--- src/rtl/core_sfr_pkg.sv ---
`default_nettype none
package core_sfr_pkg;

  // special register addresses
  localparam logic [7:0] ADDR_STACK_TOP   = 8'h81;
  localparam logic [7:0] ADDR_PTR_LOW     = 8'h82;
  localparam logic [7:0] ADDR_PTR_HIGH    = 8'h83;
  localparam logic [7:0] ADDR_STATUS      = 8'hd0;
  localparam logic [7:0] ADDR_WORK        = 8'he0;
  localparam logic [7:0] ADDR_SECOND      = 8'hf0;
  localparam logic [7:0] ADDR_PTR_SELECT  = 8'hf8;

  // field positions
  localparam int BIT_PTR_SELECT = 0;
  localparam int BIT_CARRY      = 7;
  localparam int BIT_HALF_CARRY = 6;
  localparam int BIT_USER_ZERO  = 5;
  localparam int BIT_BANK_HI    = 4;
  localparam int BIT_BANK_LO    = 3;
  localparam int BIT_RANGE      = 2;
  localparam int BIT_USER_ONE   = 1;
  localparam int BIT_PARITY     = 0;

  // reset values
  localparam logic [7:0]  RST_STACK_TOP  = 8'h07;
  localparam logic [7:0]  RST_BYTE       = 8'h00;
  localparam logic [15:0] RST_WORD       = 16'h0000;
  localparam logic        RST_PTR_SELECT = 1'b0;

  typedef enum logic [4:0] {
    OP_NONE, OP_LOAD_WORK, OP_ADD, OP_ADDC, OP_SUBB, OP_MUL, OP_DIV,
    OP_AND, OP_OR, OP_XOR, OP_CLR_CARRY, OP_SET_CARRY, OP_CPL_CARRY,
    OP_PUSH, OP_POP, OP_CALL, OP_RET, OP_RETI, OP_PTR_INC, OP_PTR_LOAD
  } op_kind_t;

  typedef struct packed {
    logic [7:0] addr;
    logic       wr;
    logic       rd;
    logic [7:0] wdata;
  } sfr_req_t;

  typedef struct packed {
    op_kind_t    kind;
    logic [7:0]  operand;
    logic [15:0] word;
  } core_op_t;

  typedef struct packed {
    logic       wr_work;
    logic       wr_second;
    logic       wr_carry;
    logic       wr_half;
    logic       wr_range;
    logic [7:0] work;
    logic [7:0] second;
    logic       carry;
    logic       half;
    logic       range;
  } alu_out_t;

endpackage
`default_nettype wire

--- src/rtl/core_alu_flags.sv ---
`default_nettype none
module core_alu_flags (
  // operation
  input  wire core_sfr_pkg::op_kind_t kind_i,
  input  wire logic [7:0]             work_i,
  input  wire logic [7:0]             second_i,
  input  wire logic [7:0]             operand_i,
  input  wire logic                   carry_i,
  // result
  output core_sfr_pkg::alu_out_t      res_o
);
  import core_sfr_pkg::*;

  logic [8:0]  sum;
  logic [4:0]  nib;
  logic [15:0] prod;
  logic        cin;

  always_comb begin
    res_o = '0;
    cin   = (kind_i == OP_ADD) ? 1'b0 : carry_i;
    sum   = '0;
    nib   = '0;
    prod  = '0;
    case (kind_i)
      OP_LOAD_WORK: begin
        res_o.wr_work = 1'b1;
        res_o.work    = operand_i;
      end
      OP_ADD, OP_ADDC: begin
        sum = {1'b0, work_i} + {1'b0, operand_i} + {8'h00, cin};
        nib = {1'b0, work_i[3:0]} + {1'b0, operand_i[3:0]} + {4'h0, cin};
        res_o = '{1'b1, 1'b0, 1'b1, 1'b1, 1'b1, sum[7:0], 8'h00, sum[8], nib[4],
                  (work_i[7] == operand_i[7]) && (sum[7] != work_i[7])};
      end
      OP_SUBB: begin
        sum = {1'b0, work_i} - {1'b0, operand_i} - {8'h00, cin};
        nib = {1'b0, work_i[3:0]} - {1'b0, operand_i[3:0]} - {4'h0, cin};
        res_o = '{1'b1, 1'b0, 1'b1, 1'b1, 1'b1, sum[7:0], 8'h00, sum[8], nib[4],
                  (work_i[7] != operand_i[7]) && (sum[7] != work_i[7])};
      end
      OP_MUL: begin
        prod  = work_i * second_i;
        res_o = '{1'b1, 1'b1, 1'b1, 1'b0, 1'b1, prod[7:0], prod[15:8], 1'b0, 1'b0,
                  |prod[15:8]};
      end
      OP_DIV: begin
        // divide by zero leaves both operands untouched
        res_o.wr_carry = 1'b1;
        res_o.wr_range = 1'b1;
        res_o.range    = (second_i == 8'h00);
        if (second_i != 8'h00) begin
          res_o.wr_work   = 1'b1;
          res_o.wr_second = 1'b1;
          res_o.work      = work_i / second_i;
          res_o.second    = work_i % second_i;
        end
      end
      OP_AND: begin
        res_o.wr_work = 1'b1;
        res_o.work    = work_i & operand_i;
      end
      OP_OR: begin
        res_o.wr_work = 1'b1;
        res_o.work    = work_i | operand_i;
      end
      OP_XOR: begin
        res_o.wr_work = 1'b1;
        res_o.work    = work_i ^ operand_i;
      end
      OP_CLR_CARRY: res_o.wr_carry = 1'b1;
      OP_SET_CARRY: begin
        res_o.wr_carry = 1'b1;
        res_o.carry    = 1'b1;
      end
      OP_CPL_CARRY: begin
        res_o.wr_carry = 1'b1;
        res_o.carry    = !carry_i;
      end
      default: ;
    endcase
  end

endmodule
`default_nettype wire

--- src/rtl/memory_pointer_pair.sv ---
`default_nettype none
module memory_pointer_pair (
  // clock and reset
  input  wire logic        clk_i,
  input  wire logic        rst_i,
  // control
  input  wire logic        sel_i,
  input  wire logic        next_sel_i,
  input  wire logic        we_low_i,
  input  wire logic        we_high_i,
  input  wire logic        inc_i,
  input  wire logic        load_i,
  input  wire logic [7:0]  wdata_i,
  input  wire logic [15:0] load_word_i,
  // active pointer, registered
  output logic [15:0]      active_o
);
  import core_sfr_pkg::*;

  logic [1:0][15:0] ptr;
  logic [1:0][15:0] next_ptr;

  for (genvar i = 0; i < 2; i++) begin : g_entry
    always_comb begin
      next_ptr[i] = ptr[i];
      if (sel_i == 1'(i)) begin
        if (inc_i) begin
          next_ptr[i] = ptr[i] + 16'h0001;
        end
        if (load_i) begin
          next_ptr[i] = load_word_i;
        end
        if (we_low_i) begin
          next_ptr[i][7:0] = wdata_i;
        end
        if (we_high_i) begin
          next_ptr[i][15:8] = wdata_i;
        end
      end
    end
  end

  // read register tracks the selection that takes effect next
  always_ff @(posedge clk_i or posedge rst_i) begin
    if (rst_i) begin
      ptr      <= '0;
      active_o <= RST_WORD;
    end else begin
      ptr      <= next_ptr;
      active_o <= next_ptr[next_sel_i];
    end
  end

endmodule
`default_nettype wire

--- src/rtl/cpu_core_special_registers.sv ---
`default_nettype none
module cpu_core_special_registers (
  // clock and reset
  input  wire logic                   clk_i,
  input  wire logic                   rst_i,
  // special register access
  input  wire core_sfr_pkg::sfr_req_t sfr_req_i,
  output logic [7:0]                  sfr_rdata_o,
  // instruction operations
  input  wire logic                   op_valid_i,
  input  wire core_sfr_pkg::core_op_t op_i,
  output logic                        busy_o,
  // stack memory
  output logic                        stack_we_o,
  output logic                        stack_rd_o,
  output logic [7:0]                  stack_addr_o,
  output logic [7:0]                  stack_wdata_o,
  input  wire logic [7:0]             stack_rdata_i,
  // program counter restore
  output logic [15:0]                 pc_restore_o,
  output logic                        pc_restore_valid_o,
  // core state
  output logic [7:0]                  work_o,
  output logic [7:0]                  second_o,
  output logic [7:0]                  stack_top_o,
  output logic [7:0]                  status_o,
  output logic [15:0]                 pointer_addr_o,
  output logic [7:0]                  bank_base_o
);
  import core_sfr_pkg::*;

  typedef enum logic [2:0] {
    ST_IDLE, ST_CALL_HIGH, ST_RET_LOW, ST_RET_CAP_HIGH, ST_RET_CAP_LOW
  } stack_state_t;

  logic [7:0]   alu_work_register;
  logic [7:0]   second_operand_register;
  logic [7:0]   stack_top_pointer;
  logic [7:0]   program_status_word;
  logic         pointer_bank_select;
  logic [7:0]   next_work;
  logic [7:0]   next_second;
  logic [7:0]   next_status;
  logic         next_select;
  logic         op_go;
  logic         sfr_wr_work;
  logic         sfr_wr_second;
  logic         sfr_wr_status;
  logic         sfr_wr_select;
  logic         sfr_wr_stack;
  logic [7:0]   held_high;
  stack_state_t stack_state;
  alu_out_t     alu_res;

  assign op_go         = op_valid_i && !busy_o;
  assign sfr_wr_work   = sfr_req_i.wr && (sfr_req_i.addr == ADDR_WORK);
  assign sfr_wr_second = sfr_req_i.wr && (sfr_req_i.addr == ADDR_SECOND);
  assign sfr_wr_status = sfr_req_i.wr && (sfr_req_i.addr == ADDR_STATUS);
  assign sfr_wr_select = sfr_req_i.wr && (sfr_req_i.addr == ADDR_PTR_SELECT);
  assign sfr_wr_stack  = sfr_req_i.wr && (sfr_req_i.addr == ADDR_STACK_TOP);

  assign work_o      = alu_work_register;
  assign second_o    = second_operand_register;
  assign stack_top_o = stack_top_pointer;
  assign status_o    = program_status_word;

  core_alu_flags core_alu_flags_inst (
    .kind_i    (op_go ? op_i.kind : OP_NONE),
    .work_i    (alu_work_register),
    .second_i  (second_operand_register),
    .operand_i (op_i.operand),
    .carry_i   (program_status_word[BIT_CARRY]),
    .res_o     (alu_res)
  );

  // the active pointer addresses external data and offset fetches/jumps
  memory_pointer_pair memory_pointer_pair_inst (
    .clk_i       (clk_i),
    .rst_i       (rst_i),
    .sel_i       (pointer_bank_select),
    .next_sel_i  (next_select),
    .we_low_i    (sfr_req_i.wr && (sfr_req_i.addr == ADDR_PTR_LOW)),
    .we_high_i   (sfr_req_i.wr && (sfr_req_i.addr == ADDR_PTR_HIGH)),
    .inc_i       (op_go && (op_i.kind == OP_PTR_INC)),
    .load_i      (op_go && (op_i.kind == OP_PTR_LOAD)),
    .wdata_i     (sfr_req_i.wdata),
    .load_word_i (op_i.word),
    .active_o    (pointer_addr_o)
  );

  // software write first, instruction effect overrides it
  always_comb begin
    next_work   = alu_work_register;
    next_second = second_operand_register;
    next_status = program_status_word;
    next_select = pointer_bank_select;
    if (sfr_wr_work) begin
      next_work = sfr_req_i.wdata;
    end
    if (sfr_wr_second) begin
      next_second = sfr_req_i.wdata;
    end
    if (sfr_wr_status) begin
      next_status = sfr_req_i.wdata;
    end
    if (sfr_wr_select) begin
      next_select = sfr_req_i.wdata[BIT_PTR_SELECT];
    end
    if (alu_res.wr_work) begin
      next_work = alu_res.work;
    end
    if (alu_res.wr_second) begin
      next_second = alu_res.second;
    end
    // flags only touch their own bits; user flags and bank are left alone
    if (alu_res.wr_carry) begin
      next_status[BIT_CARRY] = alu_res.carry;
    end
    if (alu_res.wr_half) begin
      next_status[BIT_HALF_CARRY] = alu_res.half;
    end
    if (alu_res.wr_range) begin
      next_status[BIT_RANGE] = alu_res.range;
    end
    // parity cannot be forced by software
    next_status[BIT_PARITY] = ^next_work;
  end

  always_ff @(posedge clk_i or posedge rst_i) begin
    if (rst_i) begin
      alu_work_register       <= RST_BYTE;
      second_operand_register <= RST_BYTE;
    end else begin
      alu_work_register       <= next_work;
      second_operand_register <= next_second;
    end
  end

  always_ff @(posedge clk_i or posedge rst_i) begin
    if (rst_i) begin
      program_status_word <= RST_BYTE;
      bank_base_o         <= RST_BYTE;
    end else begin
      program_status_word <= next_status;
      bank_base_o         <= {3'b000, next_status[BIT_BANK_HI:BIT_BANK_LO], 3'b000};
    end
  end

  always_ff @(posedge clk_i or posedge rst_i) begin
    if (rst_i) begin
      pointer_bank_select <= RST_PTR_SELECT;
    end else begin
      pointer_bank_select <= next_select;
    end
  end

  // reads show the value before any write in the same cycle
  always_ff @(posedge clk_i or posedge rst_i) begin
    if (rst_i) begin
      sfr_rdata_o <= RST_BYTE;
    end else begin
      sfr_rdata_o <= RST_BYTE;
      if (sfr_req_i.rd) begin
        case (sfr_req_i.addr)
          ADDR_WORK:       sfr_rdata_o <= alu_work_register;
          ADDR_SECOND:     sfr_rdata_o <= second_operand_register;
          ADDR_STACK_TOP:  sfr_rdata_o <= stack_top_pointer;
          ADDR_STATUS:     sfr_rdata_o <= program_status_word;
          ADDR_PTR_LOW:    sfr_rdata_o <= pointer_addr_o[7:0];
          ADDR_PTR_HIGH:   sfr_rdata_o <= pointer_addr_o[15:8];
          ADDR_PTR_SELECT: sfr_rdata_o <= {7'h00, pointer_bank_select};
          default:         sfr_rdata_o <= RST_BYTE;
        endcase
      end
    end
  end

  // stack sequencer; the pointer always names the newest stored byte
  always_ff @(posedge clk_i or posedge rst_i) begin
    if (rst_i) begin
      stack_state        <= ST_IDLE;
      stack_top_pointer  <= RST_STACK_TOP;
      stack_we_o         <= 1'b0;
      stack_rd_o         <= 1'b0;
      stack_addr_o       <= RST_BYTE;
      stack_wdata_o      <= RST_BYTE;
      held_high          <= RST_BYTE;
      pc_restore_o       <= RST_WORD;
      pc_restore_valid_o <= 1'b0;
      busy_o             <= 1'b0;
    end else begin
      stack_we_o         <= 1'b0;
      stack_rd_o         <= 1'b0;
      pc_restore_valid_o <= 1'b0;
      if (sfr_wr_stack) begin
        stack_top_pointer <= sfr_req_i.wdata;
      end
      unique case (stack_state)
        ST_IDLE: begin
          if (op_go) begin
            case (op_i.kind)
              OP_PUSH: begin
                stack_top_pointer <= stack_top_pointer + 8'h01;
                stack_addr_o      <= stack_top_pointer + 8'h01;
                stack_wdata_o     <= op_i.operand;
                stack_we_o        <= 1'b1;
              end
              OP_POP: begin
                stack_top_pointer <= stack_top_pointer - 8'h01;
                stack_addr_o      <= stack_top_pointer;
                stack_rd_o        <= 1'b1;
              end
              OP_CALL: begin
                // low byte first, so the high byte ends on top
                stack_top_pointer <= stack_top_pointer + 8'h01;
                stack_addr_o      <= stack_top_pointer + 8'h01;
                stack_wdata_o     <= op_i.word[7:0];
                stack_we_o        <= 1'b1;
                held_high         <= op_i.word[15:8];
                stack_state       <= ST_CALL_HIGH;
                busy_o            <= 1'b1;
              end
              OP_RET, OP_RETI: begin
                stack_top_pointer <= stack_top_pointer - 8'h01;
                stack_addr_o      <= stack_top_pointer;
                stack_rd_o        <= 1'b1;
                stack_state       <= ST_RET_LOW;
                busy_o            <= 1'b1;
              end
              default: ;
            endcase
          end
        end
        ST_CALL_HIGH: begin
          stack_top_pointer <= stack_top_pointer + 8'h01;
          stack_addr_o      <= stack_top_pointer + 8'h01;
          stack_wdata_o     <= held_high;
          stack_we_o        <= 1'b1;
          stack_state       <= ST_IDLE;
          busy_o            <= 1'b0;
        end
        ST_RET_LOW: begin
          stack_top_pointer <= stack_top_pointer - 8'h01;
          stack_addr_o      <= stack_top_pointer;
          stack_rd_o        <= 1'b1;
          stack_state       <= ST_RET_CAP_HIGH;
        end
        ST_RET_CAP_HIGH: begin
          held_high   <= stack_rdata_i;
          stack_state <= ST_RET_CAP_LOW;
        end
        ST_RET_CAP_LOW: begin
          pc_restore_o       <= {held_high, stack_rdata_i};
          pc_restore_valid_o <= 1'b1;
          stack_state        <= ST_IDLE;
          busy_o             <= 1'b0;
        end
        default: begin
          stack_state <= ST_IDLE;
          busy_o      <= 1'b0;
        end
      endcase
    end
  end

  // checks
  logic       add_carry_chk;
  logic [7:0] add_sum_chk;
  logic [1:0] user_flags_chk;
  logic       select_bit_chk;

  assign {add_carry_chk, add_sum_chk} = {1'b0, alu_work_register} + {1'b0, op_i.operand};
  assign user_flags_chk = {program_status_word[BIT_USER_ZERO], program_status_word[BIT_USER_ONE]};
  assign select_bit_chk = sfr_req_i.wdata[BIT_PTR_SELECT];
endmodule
`default_nettype wire

--- config.mk ---
export PLATFORM = sky130hd
export DESIGN_NAME = cpu_core_special_registers
export DESIGN_NICKNAME = d
export VERILOG_FILES = /design/src/rtl/core_sfr_pkg.sv /design/src/rtl/core_alu_flags.sv /design/src/rtl/memory_pointer_pair.sv /design/src/rtl/cpu_core_special_registers.sv
export SDC_FILE = /design/constraint.sdc
export NUM_CORES = 1
export LEC_CHECK = 0
export ABC_CLOCK_PERIOD_IN_PS = 13950
export BUFFER_PORTS_ARGS = -buffer_cell sky130_fd_sc_hd__buf_2
export CAP_MARGIN = 5
export CORE_UTILIZATION = 60
export CTS_CLUSTER_DIAMETER = 60
export DETAILED_ROUTE_END_ITERATION = 8
export PLACE_DENSITY = 0.93
export SLEW_MARGIN = 20
export SYNTH_ARGS = -nofsm -noshare
export SYNTH_HDL_FRONTEND = slang
export SYNTH_SLANG_ARGS = --single-unit
--- constraint.sdc ---
create_clock -name clk_i -period 13.95 [get_ports clk_i]
set_input_delay 2.0925 -clock clk_i [delete_from_list [all_inputs] [get_ports clk_i]]
set_output_delay 2.0925 -clock clk_i [all_outputs]
set_load 0.01 [all_outputs]
==> flow_summary.json <==
{
  "max_stage_delay_ns": 0.64,
  "final_util_pct": 68.0,
  "rsz0062_at_grt": "no",
  "synth_area_leader_cell": "dfrtp_1",
  "syn_to_final_growth_pct": 10.9,
  "cts_setup_buffers": 0,
  "boundaryPins": 158,
  "cts_tree": "yes",
  "ys_ff_latch": 136,
  "grt_overflow": 0,
  "highest_layer": "met5",
  "regArea_sq_um": 3410,
  "routabilityCongestion": 1.01,
  "finalCritPeriodShare_pct": 94.5,
  "ys_seq_area_share_pct": 26.4,
  "synth.avg_cell_area_sq_um": 8.51,
  "crit_slowest_cell": "or4_4",
  "antenna_found_initial": 2,
  "route.met3.wl_um": 5510,
  "finalSetupViolations": 0,
  "synth_edf_count": 0,
  "vias": 12993,
  "grt_pass1_wl_um": 67900,
  "synth_cells": 1519,
  "cp.arrival_ns": 13.53,
  "dieArea_sq_um": 22100,
  "clockBufferDepth": 2,
  "routed_wl_um": 44000,
  "finClkSkew_ns": 0.0101,
  "dp.cells": 1873,
  "crit_fanout": 14,
  "cts-root-buf": "clkbuf_16",
  "ys.warnings.count": 0,
  "fin_nets": 1828,
  "numClockSinks": 136,
  "synth_area_leaders": "dfrtp_1, ha_1, fa_1",
  "avgRoutedWirePerCell_um": 23.1,
  "ys.flop_type": "dfrtp_1",
  "worst_pin_slew_ns": 0.824,
  "design.core.area_sq_um": 21100,
  "dr_wl_met2_um": 19500,
  "netlist_area_sq_um": 12900,
  "start_util_pct": 61.3,
  "synth.distinct_cells": 91,
  "slew_viol_final": 0,
  "die_y_um": 149,
  "rows": 53,
  "filler_cell_count": 1634,
  "start_kind": "flop",
  "drt_pre_antenna_iters": 9,
  "hold_path_class": "reg2reg",
  "grt_pass1_vias": 12630,
  "required_ns": 14.30,
  "synth_top_area_share_pct": 25.8,
  "crit_type": "reg2reg",
  "clk_pin_slew_ns": 0.06,
  "slew_headroom_pct": 44.6,
  "drc": 12,
  "viasPerCell": 6.82,
  "dr.first_iter.drc_count": 1512,
  "grt_start_max_net_pins": 87,
  "die_width_um": 149,
  "final.min_clock_period_ns": 13.18,
  "violations": "DRC",
  "cpMostUsedCell": "ha_1",
  "wl_met1_um": 15500,
  "cts_max_level": 4,
  "multi_input_area_sq_um": 8780,
  "cap_violations": 0,
  "insertion_delay_ns": 0.44,
  "layout_commonest_cell": "nand2_1",
  "fin_cells": 1906,
  "postCtsHoldBufs": 0,
  "fin_setup_tns_ns": 0,
  "drive_above_1_share_pct": 18.0,
  "final_antenna_net_count": 0,
  "async_flop_share_pct": 100,
  "outcome": "finished, violations left",
  "port_buffers": 151,
  "hold_violations": 0,
  "mostFrequentLayoutCells": "nand2_1, buf_2, dfrtp_1",
  "post_cts_resized": 0,
  "cts_buffers": 17,
  "end_kind": "flop",
  "fmax_mhz": 75.9,
  "hpwl_um": 32000,
  "grt_usage_pct": 40.2
}
==> per-layer routing <==
layer  up-vias  track usage [%]
met5         -            0.909
met4         4             25.6
met3       300             12.4
met2      1012             62.4
met1      6032             48.6
li1       5645                -
==> synthesized netlist by cell type, types with 16 or more instances <==
master and number:
nor2_1 125, and3_1 26, mux2i_1 30, nor3_1 40, o21a_1 21, nand3_1 31
a31oi_1 22, o21ai_0 76, ha_1 112, nand4_1 16, xor2_1 23, clkbuf_1 67
fa_1 41, a21oi_1 126, dfrtp_1 133, inv_1 101, xnor2_1 35, nand2_1 156
o22ai_1 20, mux2_2 65, a21o_1 17
==> critical path, delay by kind of cell (launching register included) <==
family / cells / cell delay [ns]
compound gates: 23 / 5.14
simple gates: 11 / 2.91
fa+ha+maj: 7 / 2.15
mux: 5 / 1.96
flops: 1 / 0.54
xor+xnor: 2 / 0.37
==> flip-flops by register name (all words and copies together) (netlist names) <==
name / cells
bank_base_o: 2
busy_o: 1
held_high: 8
memory_pointer_pair_inst.active_o: 16
memory_pointer_pair_inst.ptr: 32
pc_restore_o: 16
pc_restore_valid_o: 1
pointer_bank_select: 1
second_o: 8
sfr_rdata_o: 8
stack_addr_o: 8
stack_rd_o: 1
stack_state: 3
stack_top_o: 8
stack_wdata_o: 8
stack_we_o: 1
status_o: 6
work_o: 8
==> per-stage QoR <==
step                      setup slack (ns)  area, sq um  hold slack (ns)
after CTS                            0.673        14300            0.481
after detailed placement             0.715        13800            0.468
after global routing                0.0900        14300            0.506
after global placement                1.25        13700            0.461
after floorplan                       2.21        12900            0.482
final                                0.769        14300            0.477
==> cells by family after synthesis <==
family	synth area share, %
XOR/XNOR	4.23
other	0.0290
flip-flops	26.4
multiplexers	8.08
AO/OA/AOI/OAI	21.1
adder cells (fa/ha/maj)	17.2
buffers and inverters	6.04
AND/OR/NAND/NOR	17.0
==> worst paths after layout <==
| kind | startpoint | to | slack [ns] | cells past startpoint |
|---|---|---|---|---|
| worst min register to register | stack_addr_o[4]$_DFFE_PP0P_ | stack_addr_o[4]$_DFFE_PP0P_ | 0.48 | 2 |
| worst max-delay path | second_o[6]$_DFFE_PP0P_ | status_o[0]$_DFF_PP0_ | 0.77 | 48 |
| worst max register to register | second_o[6]$_DFFE_PP0P_ | status_o[0]$_DFF_PP0_ | 0.77 | 48 |
| min in group asynchronous | rst_i | pc_restore_o[2]$_DFFE_PP0P_ | 1.81 | 2 |
| worst min-delay path | stack_addr_o[4]$_DFFE_PP0P_ | stack_addr_o[4]$_DFFE_PP0P_ | 0.48 | 2 |
| max in group asynchronous | rst_i | second_o[4]$_DFFE_PP0P_ | 10.92 | 3 |
==> area by class of cell <==
class                   count  share of cell area [%]
clock inverters            12                   0.838
repair buffers            161                    5.80
well taps                 275                    2.40
diodes                      1                  0.0175
multi-input cells        1194                    61.2
clock buffers              20                    3.12
flip-flops and latches    136                    23.8
inverters                 107                    2.84
Power is not shown: default switching activity piles up to over one toggle a cycle in this logic, so the estimate is an artifact.
